**config.mk**
```make
export PLATFORM = sky130hd
export DESIGN_NAME = bdsc_ctrl
export DESIGN_NICKNAME = d
export VERILOG_FILES = /design/src/design/bdsc_pkg.sv /design/src/design/bdsc_adc_filter.sv /design/src/design/bdsc_ctrl.sv
export SDC_FILE = /design/constraint.sdc
export NUM_CORES = 2
export LEC_CHECK = 0
export BUFFER_PORTS_ARGS = -buffer_cell sky130_fd_sc_hd__buf_2
export CAP_MARGIN = 40
export CORE_MARGIN = 1
export CORE_UTILIZATION = 60
export DETAILED_ROUTE_END_ITERATION = 6
export PLACE_DENSITY = 0.78
export REMOVE_ABC_BUFFERS = 1
export SYNTH_ARGS = -nofsm -noshare
export SYNTH_HDL_FRONTEND = slang
export SYNTH_SLANG_ARGS = --single-unit
```
**constraint.sdc**
```tcl
create_clock -name mclk -period 5.1 [get_ports mclk]
set_clock_uncertainty 0.15 [all_clocks]
set_input_delay 0 -clock mclk [delete_from_list [all_inputs] [get_ports mclk]]
set_output_delay 0 -clock mclk [all_outputs]
set_load 0.02 [all_outputs]
```
**src/design/bdsc_pkg.sv**
```systemverilog
// Package for the bias converter source control block: map, fields, types.
// Assumes a byte-wide register port on mclk driven by the serial host front end.

package bdsc_pkg;

    // ------------------------------------------------------------------
    // Register map
    // ------------------------------------------------------------------
    localparam int unsigned ADDR_W = 9;

    localparam logic [8:0] ADDR_CTRL0  = 9'h080;
    localparam logic [8:0] ADDR_T1ROW  = 9'h081;
    localparam logic [8:0] ADDR_T2ROW  = 9'h082;
    localparam logic [8:0] ADDR_DIR1   = 9'h083;
    localparam logic [8:0] ADDR_DIR2   = 9'h084;
    localparam logic [8:0] ADDR_SRC    = 9'h085;
    localparam logic [8:0] ADDR_WGATE  = 9'h086;
    localparam logic [8:0] ADDR_STAT   = 9'h087;
    localparam logic [8:0] T1_BASE     = 9'h090;
    localparam logic [8:0] T2_BASE     = 9'h0d0;
    localparam logic [8:0] TBL_END     = 9'h110;

    // ------------------------------------------------------------------
    // Field positions and values
    // ------------------------------------------------------------------
    localparam int unsigned SRC_C2OV   = 7;
    localparam int unsigned SRC_T2OV   = 6;
    localparam int unsigned SRC_C1OV   = 5;
    localparam int unsigned SRC_T1OV   = 4;
    localparam int unsigned SRC_FS2_LO = 2;
    localparam int unsigned SRC_FS1_LO = 0;
    localparam int unsigned C0_POL1    = 0;
    localparam int unsigned C0_POL2    = 1;
    localparam int unsigned C0_REF     = 2;
    localparam int unsigned C0_ADC_INPUT_SEL   = 3;
    localparam int unsigned C0_FILT    = 4;
    localparam int unsigned WGATE_BIT  = 7;
    localparam int unsigned STAT_LO    = 2;

    localparam logic [7:0] WGATE_SET   = 8'h80;
    localparam logic [7:0] WGATE_CLR   = 8'h00;
    localparam logic [7:0] REG_RST     = 8'h00;
    localparam logic [5:0] CODE_RST    = 6'h00;
    localparam int unsigned FILT_MATCHES = 4;

    // ------------------------------------------------------------------
    // Types
    // ------------------------------------------------------------------
    typedef enum logic [1:0] {
        FS_EXT  = 2'b00,
        FS_LOW  = 2'b01,
        FS_MID  = 2'b10,
        FS_HIGH = 2'b11
    } bdsc_fs_t;

    typedef struct packed {
        logic       wr;
        logic       rd;
        logic [8:0] addr;
        logic [7:0] data;
    } bdsc_req_t;

    typedef struct packed {
        logic       ack;
        logic       nak;
        logic       rvalid;
        logic [7:0] rdata;
    } bdsc_rsp_t;

endpackage

```
**src/design/bdsc_adc_filter.sv**
```systemverilog
// Stability filter for the temperature converter result.
// Assumes conversion results arrive as one-cycle strobes on mclk.
`timescale 1ns/1ps

module bdsc_adc_filter #(
    parameter int unsigned CODE_W  = 6,
    parameter int unsigned MATCHES = bdsc_pkg::FILT_MATCHES
) (
    input  wire logic              mclk,
    input  wire logic              rst,
    input  wire logic              conv_valid,
    input  wire logic [CODE_W-1:0] conv_code,
    input  wire logic              bypass,
    output logic      [CODE_W-1:0] code_q
);

    localparam int unsigned RUN_W = $clog2(MATCHES);
    localparam logic [RUN_W-1:0] RUN_MAX = RUN_W'(MATCHES - 1);

    logic [CODE_W-1:0] last_q;
    logic [RUN_W-1:0]  run_q;
    logic [RUN_W-1:0]  run_d;
    logic              seen_q;
    wire               same = seen_q && (conv_code == last_q);
    wire               take;

    // A differing result restarts the run count at zero.
    assign run_d = !same ? '0 : (run_q == RUN_MAX) ? RUN_MAX
                 : RUN_W'(run_q + 1'b1);
    assign take  = conv_valid && (bypass || run_d == RUN_MAX);

    always_ff @(posedge mclk) begin
        if (rst) begin
            last_q <= '0;
            run_q  <= '0;
            seen_q <= 1'b0;
            code_q <= '0;
        end else if (conv_valid) begin
            last_q <= conv_code;
            run_q  <= run_d;
            seen_q <= 1'b1;
            if (take) begin
                code_q <= conv_code;
            end
        end
    end
endmodule

```
**src/design/bdsc_ctrl.sv**
```systemverilog
// Control logic for two table-driven current converters: registers,
// write gate, table storage, row selection and converter input selection.
// Assumes a byte register port on mclk from the serial host front end, and
// converter result strobes produced by logic on the same clock.
`timescale 1ns/1ps

module bdsc_ctrl (
    input  wire logic                mclk,
    input  wire logic                rst,
    input  wire bdsc_pkg::bdsc_req_t req,
    output bdsc_pkg::bdsc_rsp_t      rsp_q,
    input  wire logic                conv_valid,
    input  wire logic [5:0]          conv_code,
    output bdsc_pkg::bdsc_fs_t       gen1_fullscale_sel,
    output bdsc_pkg::bdsc_fs_t       gen2_fullscale_sel,
    output logic                     gen1_polarity_sel,
    output logic                     gen2_polarity_sel,
    output logic                     reference_source_sel,
    output logic                     ref_pin_drive_q,
    output logic                     adc_input_sel,
    output logic [7:0]               dac1_code_q,
    output logic [7:0]               dac2_code_q,
    output logic [8:0]               t1_row_addr_q,
    output logic [8:0]               t2_row_addr_q
);

    // ------------------------------------------------------------------
    // Registers and table storage
    // ------------------------------------------------------------------
    logic [7:0] ctrl0_q;
    logic [5:0] table1_row_value;
    logic [5:0] table2_row_value;
    logic [7:0] dir1_q;
    logic [7:0] dir2_q;
    logic [7:0] src_q;
    logic       write_gate_latch;
    logic [5:0] adc_code;
    logic [7:0] tbl_mem [0:127];

    // ------------------------------------------------------------------
    // Address decode
    // ------------------------------------------------------------------
    wire is_ctrl0 = req.addr == bdsc_pkg::ADDR_CTRL0;
    wire is_t1row = req.addr == bdsc_pkg::ADDR_T1ROW;
    wire is_t2row = req.addr == bdsc_pkg::ADDR_T2ROW;
    wire is_dir1  = req.addr == bdsc_pkg::ADDR_DIR1;
    wire is_dir2  = req.addr == bdsc_pkg::ADDR_DIR2;
    wire is_src   = req.addr == bdsc_pkg::ADDR_SRC;
    wire is_wgate = req.addr == bdsc_pkg::ADDR_WGATE;
    wire is_stat  = req.addr == bdsc_pkg::ADDR_STAT;
    wire is_tbl   = req.addr >= bdsc_pkg::T1_BASE
                 && req.addr < bdsc_pkg::TBL_END;
    wire [8:0] tbl_off = req.addr - bdsc_pkg::T1_BASE;
    wire [6:0] tbl_idx = tbl_off[6:0];

    wire is_ctl   = is_ctrl0 | is_t1row | is_t2row
                  | is_dir1 | is_dir2 | is_src;

    // The gate register itself is always writable, otherwise the latch
    // could never be opened. The status register and unmapped bytes
    // refuse every write.
    wire wr_open  = write_gate_latch && (is_ctl || is_tbl);
    wire wr_acc   = req.wr && (is_wgate || wr_open);
    wire wr_ok    = req.wr && wr_open;
    wire wr_rej   = req.wr && !wr_acc;

    wire gate_set = req.wr && is_wgate && req.data == bdsc_pkg::WGATE_SET;
    wire gate_clr = req.wr && is_wgate && req.data == bdsc_pkg::WGATE_CLR;

    // ------------------------------------------------------------------
    // Read path
    // ------------------------------------------------------------------
    wire [7:0] wgate_rd = {write_gate_latch, 7'h00};
    wire [7:0] stat_rd  = {adc_code, 2'b00};
    wire [7:0] rd_mux =
          is_ctrl0 ? ctrl0_q
        : is_t1row ? {2'b00, table1_row_value}
        : is_t2row ? {2'b00, table2_row_value}
        : is_dir1  ? dir1_q
        : is_dir2  ? dir2_q
        : is_src   ? src_q
        : is_wgate ? wgate_rd
        : is_stat  ? stat_rd
        : is_tbl   ? tbl_mem[tbl_idx]
        : 8'h00;

    bdsc_pkg::bdsc_rsp_t rsp_d;
    assign rsp_d.ack    = wr_acc;
    assign rsp_d.nak    = wr_rej;
    assign rsp_d.rvalid = req.rd && !req.wr;
    assign rsp_d.rdata  = (req.rd && !req.wr) ? rd_mux : 8'h00;

    always_ff @(posedge mclk) begin
        if (rst) begin
            rsp_q <= '0;
        end else begin
            rsp_q <= rsp_d;
        end
    end

    // ------------------------------------------------------------------
    // Control register writes
    // ------------------------------------------------------------------
    always_ff @(posedge mclk) begin
        if (rst) begin
            ctrl0_q          <= bdsc_pkg::REG_RST;
            table1_row_value <= bdsc_pkg::CODE_RST;
            table2_row_value <= bdsc_pkg::CODE_RST;
            dir1_q           <= bdsc_pkg::REG_RST;
            dir2_q           <= bdsc_pkg::REG_RST;
            src_q            <= bdsc_pkg::REG_RST;
        end else if (wr_ok) begin
            if (is_ctrl0) begin
                ctrl0_q <= req.data;
            end
            if (is_t1row) begin
                table1_row_value <= req.data[5:0];
            end
            if (is_t2row) begin
                table2_row_value <= req.data[5:0];
            end
            if (is_dir1) begin
                dir1_q <= req.data;
            end
            if (is_dir2) begin
                dir2_q <= req.data;
            end
            if (is_src) begin
                src_q <= req.data;
            end
        end
    end

    // Only the exact set and clear patterns move the latch; other bytes
    // are acknowledged and dropped, and the reserved bits hold no state.
    always_ff @(posedge mclk) begin
        if (rst) begin
            write_gate_latch <= 1'b0;
        end else if (gate_set) begin
            write_gate_latch <= 1'b1;
        end else if (gate_clr) begin
            write_gate_latch <= 1'b0;
        end
    end

    // Table bytes hold no reset value; they stand for nonvolatile storage
    // whose programming cycle lives outside this block.
    always_ff @(posedge mclk) begin
        if (wr_ok && is_tbl) begin
            tbl_mem[tbl_idx] <= req.data;
        end
    end

    // ------------------------------------------------------------------
    // Analog selects
    // ------------------------------------------------------------------
    assign gen1_fullscale_sel =
        bdsc_pkg::bdsc_fs_t'(src_q[bdsc_pkg::SRC_FS1_LO +: 2]);
    assign gen2_fullscale_sel =
        bdsc_pkg::bdsc_fs_t'(src_q[bdsc_pkg::SRC_FS2_LO +: 2]);
    assign gen1_polarity_sel    = ctrl0_q[bdsc_pkg::C0_POL1];
    assign gen2_polarity_sel    = ctrl0_q[bdsc_pkg::C0_POL2];
    assign reference_source_sel = ctrl0_q[bdsc_pkg::C0_REF];
    assign adc_input_sel        = ctrl0_q[bdsc_pkg::C0_ADC_INPUT_SEL];

    always_ff @(posedge mclk) begin
        if (rst) begin
            ref_pin_drive_q <= 1'b1;
        end else begin
            ref_pin_drive_q <= !ctrl0_q[bdsc_pkg::C0_REF];
        end
    end

    // ------------------------------------------------------------------
    // Converter result filter
    // ------------------------------------------------------------------
    bdsc_adc_filter #(
        .CODE_W  (6),
        .MATCHES (bdsc_pkg::FILT_MATCHES)
    ) u_filter (
        .mclk       (mclk),
        .rst        (rst),
        .conv_valid (conv_valid),
        .conv_code  (conv_code),
        .bypass     (ctrl0_q[bdsc_pkg::C0_FILT]),
        .code_q     (adc_code)
    );

    // ------------------------------------------------------------------
    // Row and converter input selection
    // ------------------------------------------------------------------
    wire t1_ov = src_q[bdsc_pkg::SRC_T1OV];
    wire c1_ov = src_q[bdsc_pkg::SRC_C1OV];
    wire t2_ov = src_q[bdsc_pkg::SRC_T2OV];
    wire c2_ov = src_q[bdsc_pkg::SRC_C2OV];

    wire [5:0] row1 = t1_ov ? table1_row_value : adc_code;
    wire [5:0] row2 = t2_ov ? table2_row_value : adc_code;
    wire [8:0] addr1 = bdsc_pkg::T1_BASE + {3'b000, row1};
    wire [8:0] addr2 = bdsc_pkg::T2_BASE + {3'b000, row2};
    wire [7:0] lookup_table_one = tbl_mem[{1'b0, row1}];
    wire [7:0] lookup_table_two = tbl_mem[{1'b1, row2}];

    // The direct byte wins regardless of the row override.
    wire [7:0] dac1_d = c1_ov ? dir1_q : lookup_table_one;
    wire [7:0] dac2_d = c2_ov ? dir2_q : lookup_table_two;

    always_ff @(posedge mclk) begin
        if (rst) begin
            dac1_code_q   <= bdsc_pkg::REG_RST;
            dac2_code_q   <= bdsc_pkg::REG_RST;
            t1_row_addr_q <= bdsc_pkg::T1_BASE;
            t2_row_addr_q <= bdsc_pkg::T2_BASE;
        end else begin
            dac1_code_q   <= dac1_d;
            dac2_code_q   <= dac2_d;
            t1_row_addr_q <= addr1;
            t2_row_addr_q <= addr2;
        end
    end
endmodule

```
# Yosys cells after proc, flatten, opt, wreduce, memory -nomap -nowiden
# Memory sizes are Yosys's and may differ from the RTL's.
# Cells that the tools add are included.
# W data, S select, Z words.
# op_classes
n_eq_ne,12
n_addsub,4
n_mux,19
reduce_logical,28
n_lt_le_gt_ge,2
n_bitwise,6
# op_table
op,n
$mux W8,11
$eq A9 B8 Y1 const B,8
$add A8 B6 Y9 const A,2
$reduce_and A2 Y1,7
$logic_and A1 B1 Y1,12
$mux W6,2
$ge A9 B8 Y1 const B,1
$lt A9 B9 Y1 const B,1
$eq A8 B8 Y1 const B,1
$logic_not A8 Y1,1
$sub A7 B5 Y7 const B,1
$eq A6 B6 Y1,1
$or A1 B1 Y1,5
$eq A2 B2 Y1 const B,2
$mux W1,4
$mux W2,2
$logic_not A1 Y1,3
$logic_or A1 B1 Y1,3
$add A2 B1 Y2 const B,1
$reduce_bool A2 Y1,1
$reduce_or A2 Y1,1
$not A1 Y1,1
# totals
memories,1
ramBits,1024
elab_cells,92
register_bits,106
in_bits,28
output_inout_bits,54
# mem_list
name,depth,word_bits,read_ports,rd_clocked_by_memory_dff,wr,line,source
tbl_mem,128,8,3,0,1,bdsc_ctrl.sv:38,logic [7:0] tbl_mem [0:127];

# Depth between registers and ports, before layout
# depth
word_depth,12
mapped_depth,12
mapped_depth_nobuf,8

# Cells and area by module
# From an unflattened synthesis, not the netlist that was laid out.
# hier_totals
cells_unflattened,3469
hier_area_um2,52803.1
# by_module_without_submodules
mod,cells_each,area_each_um2,n_inst,seq_area_each_um2
bdsc_ctrl,3402,52093.7,1,32511.2
bdsc_adc_filter,67,709.4,1,300.3

# Least setup slack after synthesis
# OpenSTA, ideal clock, no wires.
# synth_timing
kind,input port to flip-flop
startpoint,in req[12] (netlist name)
endpoint,mem tbl_mem[24][0] (enable)
path_buffers,3
setup_slack_ns,2.476
path_stages,9
t_required_ns,4.580
arrival_time_ns,2.104
setup_ns,0.370
path_cell_list,clkbuf_1 > inv_1 > clkbuf_1 > ha_1 > xnor2_1 > and2_1 > buf_1 > nand2_1 > nor2_1
# synth_via
elab_chain_len,12
word_cells_on_any_way,21
classes_between,add/sub: 1; order compare: 2; eq/ne: 6; mux: 2; bitwise: 5; reduce/logical: 5
# synth_lines
element,line,source
start: declaration,bdsc_ctrl.sv:10,"input wire bdsc_pkg::bdsc_req_t req,"
"$eq A9 B8 Y1, on equally long branches","bdsc_ctrl.sv:43, bdsc_ctrl.sv:44",
$or A1 B1 Y1 (2 in a row),bdsc_ctrl.sv:56,wire is_ctl = is_ctrl0 | is_t1row | is_t2row
$or A1 B1 Y1 (3 in a row),bdsc_ctrl.sv:57,| is_dir1 | is_dir2 | is_src;
$logic_or A1 B1 Y1,bdsc_ctrl.sv:62,wire wr_open = write_gate_latch && (is_ctl || is_tbl);
$logic_and A1 B1 Y1,bdsc_ctrl.sv:62,
$logic_and A1 B1 Y1,bdsc_ctrl.sv:64,wire wr_ok = req.wr && wr_open;
$logic_and A1 B1 Y1,bdsc_ctrl.sv:149,if (wr_ok && is_tbl) begin
$mux W1,bdsc_ctrl.sv:149,
$mux W1 (implied by the code),bdsc_ctrl.sv:150,tbl_mem[tbl_idx] <= req.data;
end: declaration,bdsc_ctrl.sv:38,
# Several ways; a longest one is shown, not always the timed one.

# Worst setup path in the final report
# layout_timing
startpoint,reg src_q[6]
endpoint,reg dac2_code_q[2]
# layout_via
elab_chain_len,3
# layout_lines
element,line,source
start: declaration,bdsc_ctrl.sv:35,logic [7:0] src_q;
start signal: assignment,bdsc_ctrl.sv:111,src_q <= bdsc_pkg::REG_RST;
start signal: assignment,bdsc_ctrl.sv:129,src_q <= req.data;
$mux W6,bdsc_ctrl.sv:198,wire [5:0] row2 = t2_ov ? table2_row_value : adc_code;
$mem_v2 Z128 W8,--,
$mux W8,bdsc_ctrl.sv:206,wire [7:0] dac2_d = c2_ov ? dir2_q : lookup_table_two;
end signal: assignment,bdsc_ctrl.sv:211,dac2_code_q <= bdsc_pkg::REG_RST;
end: declaration,bdsc_ctrl.sv:22,"output logic [7:0] dac2_code_q,"
# Every way passes these cells.
# A chain may end at the register's enable or synchronous reset.

==> results.sh <==
export IMPL_setup_viol=0
export IMPL_cts_tree="built"
export IMPL_tns_ns=0
export IMPL_worst_setup_path_end_kind="flip-flop"
export IMPL_worstSetupPathType="reg2reg"
export IMPL_grt_use_total_pct=37.0
export IMPL_antenna_found_initial=6
export IMPL_postCtsSetupRepairBufs=0
export IMPL_overflow=0
export IMPL_timing_final_crit_share_pct=80.4
export IMPL_fmax_mhz=244
export IMPL_wl_per_cell_um=35.4
export IMPL_final_cell_mix="edfxtp_1, mux2i_1, o22ai_1"
export IMPL_grt_pass1_vias=33941
export IMPL_vias=35247
export IMPL_num_rows=108
export IMPL_hold_violations=0
export IMPL_layout_commonest_cell="edfxtp_1"
export IMPL_drtIter0Drc=5831
export IMPL_start_kind="flip-flop"
export IMPL_seq_area_frac_synth_pct=62.5
export IMPL_clkPwrFrac_pct=42.9
export IMPL_place_hpwl_um=111000
export IMPL_post_route_drc_count=0
export IMPL_multi_input_area_mm2=0.0183
export IMPL_final_cells=4694
export IMPL_numCtsBuffers=112
export IMPL_leakage_nw=22.6
export IMPL_synthTopCellsByArea="edfxtp_1, mux2i_1, mux4_2"
export IMPL_pwr_density_cell_mw_per_mm2=331
export IMPL_cts_root_buffer="clkbuf_16"
export IMPL_worstSkewPairLatency_ns=0.70
export IMPL_antenna_left=0
export IMPL_p_sw_mw=4.19
export IMPL_synth_top_cell_area_share_pct=58.6
export IMPL_dieArea_mm2=0.0887
export IMPL_yosysTopAreaCell="edfxtp_1"
export IMPL_p_comb_share_pct=5.3
export IMPL_tightest_slew_ns=1.04
export IMPL_final_area_mm2=0.0587
export IMPL_synth_edf_count=1024
export IMPL_die_x_um=298
export IMPL_areaGrowthSynthToFinish_pct=11.8
export IMPL_p_seq_share_pct=51.8
export IMPL_min_delay_path_class="in2reg"
export IMPL_internal_power_mw=15.3
export IMPL_num_nets_final=3481
export IMPL_start_util_pct=60.5
export IMPL_io_buffers=79
export IMPL_synthArstFlopShare_pct=0
export IMPL_fill_cells=5693
export IMPL_core_mm2=0.0868
export IMPL_critPathRequiredTime_ns=5.45
export IMPL_syn_inst=3301
export IMPL_finalWirelength_um=166000
export IMPL_drive_gt1_share_pct=20.0
export IMPL_slew_headroom_pct=30.4
export IMPL_syn_area_mm2=0.0525
export IMPL_cts_buffer_depth=3
export IMPL_critical_path_peak_fanout=34
export IMPL_grt_max_degree=99
export IMPL_path_clk_slew_ns=0.06
export IMPL_cts_resized_gates=0
export IMPL_cp_data_arrival_time_ns=4.45
export IMPL_dpl_cell_count=4448
export IMPL_synth_seq_cells=1127
export IMPL_power_mw=19.5
export IMPL_period_needed_ns=4.10
export IMPL_max_vdd_ir_drop_mv=0.360
export IMPL_ff_latch_area_mm2=0.0328
export IMPL_synth_ff_type="edfxtp_1"
export IMPL_ys_warn_count=0
export IMPL_cts_sinks=1127
export IMPL_dpl_cell_area_mm2=0.0546
export IMPL_max_cap_violations=0
export IMPL_report_final_slew_viol_count=0
export IMPL_grt_pass1_wl_um=237000
export IMPL_dr_pass1_iters=6
export IMPL_synth_distinct_cells=72
export IMPL_power_share_switching_pct=21.6
export IMPL_place_congestion=0.991
export IMPL_routed_via_density=7.51
export IMPL_status="complete, no violations"
export IMPL_io_pins=82
export IMPL_rsz0062_at_grt="no"
export IMPL_syn_area_per_cell_um2=15.9
export IMPL_cts_max_level=3
export IMPL_die_h_um=298
[power groups by stage]
stage / Combinational, mW / Clock [mW] / Sequential, mW
4_1_cts: 0.986 / 8.34 / 10.1
6_report: 1.03 / 8.35 / 10.1
5_1_grt: 1.04 / 8.69 / 10.1
3_5_place_dp: 0.963 / 0 / 10.3
2_1_floorplan: 0.382 / 0 / 10.3
3_3_place_gp: 0.935 / 0 / 10.3
[final timing paths]
check | from | endpoint | slack (ns) | cells past startpoint
max | src_q[6]$_SDFFE_PP0P_ | dac2_code_q[2]$_SDFF_PP0_ | 1.00 | 7
min reg2reg | ctrl0_q[2]$_SDFFE_PP0P_ | ref_pin_drive_q$_SDFF_PP1_ | 0.33 | 1
min | conv_code[5] | u_filter.code_q[5]$_SDFFE_PP0P_ | 0.008 | 4
max reg2reg | src_q[6]$_SDFFE_PP0P_ | dac2_code_q[2]$_SDFF_PP0_ | 1.00 | 7
[synth_stat cells, types with 4 or more instances]
library cell,count
a21oi_1,18
buf_6,17
nor2_1,242
nand3b_1,4
o22a_1,33
edfxtp_1,1024
o21ai_0,9
inv_1,17
a31oi_1,13
nor3_1,8
nand3_1,13
buf_8,6
xnor2_1,6
mux4_1,15
dfxtp_1,103
ha_1,5
nor3b_1,7
nor4_1,74
buf_1,14
and3_1,8
nand4_1,4
o21ai_1,17
mux2_2,13
mux4_2,251
nor2b_1,14
mux2i_1,612
o31ai_1,6
nand2_1,91
buf_12,6
o22ai_1,288
a22oi_1,22
clkbuf_1,96
a22o_1,15
a221oi_1,22
and3b_1,7
buf_2,95
nand2b_1,9
a311oi_1,16
a211oi_1,12
and2_1,6
buf_4,14
[through the flow]
| stage | setup slack, ns | hold slack (ns) | utilization [%] |
|---|---|---|---|
| finish | 1.00 | 0.00763 | 67.6 |
| floorplan | -16.28 | -0.0784 | - |
| global route | 1.02 | 0.0509 | 67.6 |
| CTS | 1.14 | 0.000429 | 67.5 |
| global placement | 0.900 | 0.137 | 62.3 |
| detailed placement | 1.22 | 0.143 | 62.9 |
[per-layer routing]
metal	part of all wire (%)	vias up	track usage, %
li1	-	13841	-
met1	36	17843	51.4
met2	44	3030	54.8
met3	14	527	10.2
met4	5.5	6	17.5
met5	0.029	-	0
[critical path: stages, from the launching register on]
cell	delay, ns
dfxtp_1	0.82
mux2i_4	0.70
buf_4	0.62
mux2i_1	0.28
o22ai_1	0.20
nor4_1	0.68
o22a_1	0.25
a311oi_1	0.16
[layout make-up]
class                      count  share of cell area [%]
antenna                        2                 0.00853
clock buffer                 144                    5.19
clock inverter                59                    1.07
inverter                      18                   0.115
multi-input combinational   1908                    31.2
sequential                  1127                    55.9
tap                         1155                    2.46
timing repair buffer         281                    4.00
[state kept, by name, summed over array words and instances, names as in the netlist]
signal and cells:
u_filter.last_q 6, src_q 8, u_filter.run_q 2, table1_row_value 6, u_filter.seen_q 1, dac2_code_q 8, t1_row_addr_q 7, u_filter.code_q 6
ctrl0_q 8, rsp_q 11, table2_row_value 6, ref_pin_drive_q 1, dir1_q 8, write_gate_latch 1, dac1_code_q 8, tbl_mem 1024
t2_row_addr_q 8, dir2_q 8
[repair_timing]
action / 4_1_cts / 5_1_grt
hold buffers: 31 / 0
hold endpoints to repair: 539 / 0
endpoints found under the setup margin: 0 / 0
[cells by family (layout without fill, tap and decap cells)]
logic type               after synthesis  after routing  share of synthesized area, %
AND/OR/NAND/NOR                      505            505                          4.52
flip-flops                          1127           1127                          62.5
adder cells (fa/ha/maj)                5              5                         0.119
other                                  2              4                        0.0143
buffers and inverters                266            502                          2.79
XOR/XNOR                               7              7                         0.117
AO/OA/AOI/OAI                        498            498                          6.47
multiplexers                         891            891                          23.5
Power figures use the tool's default switching activity.
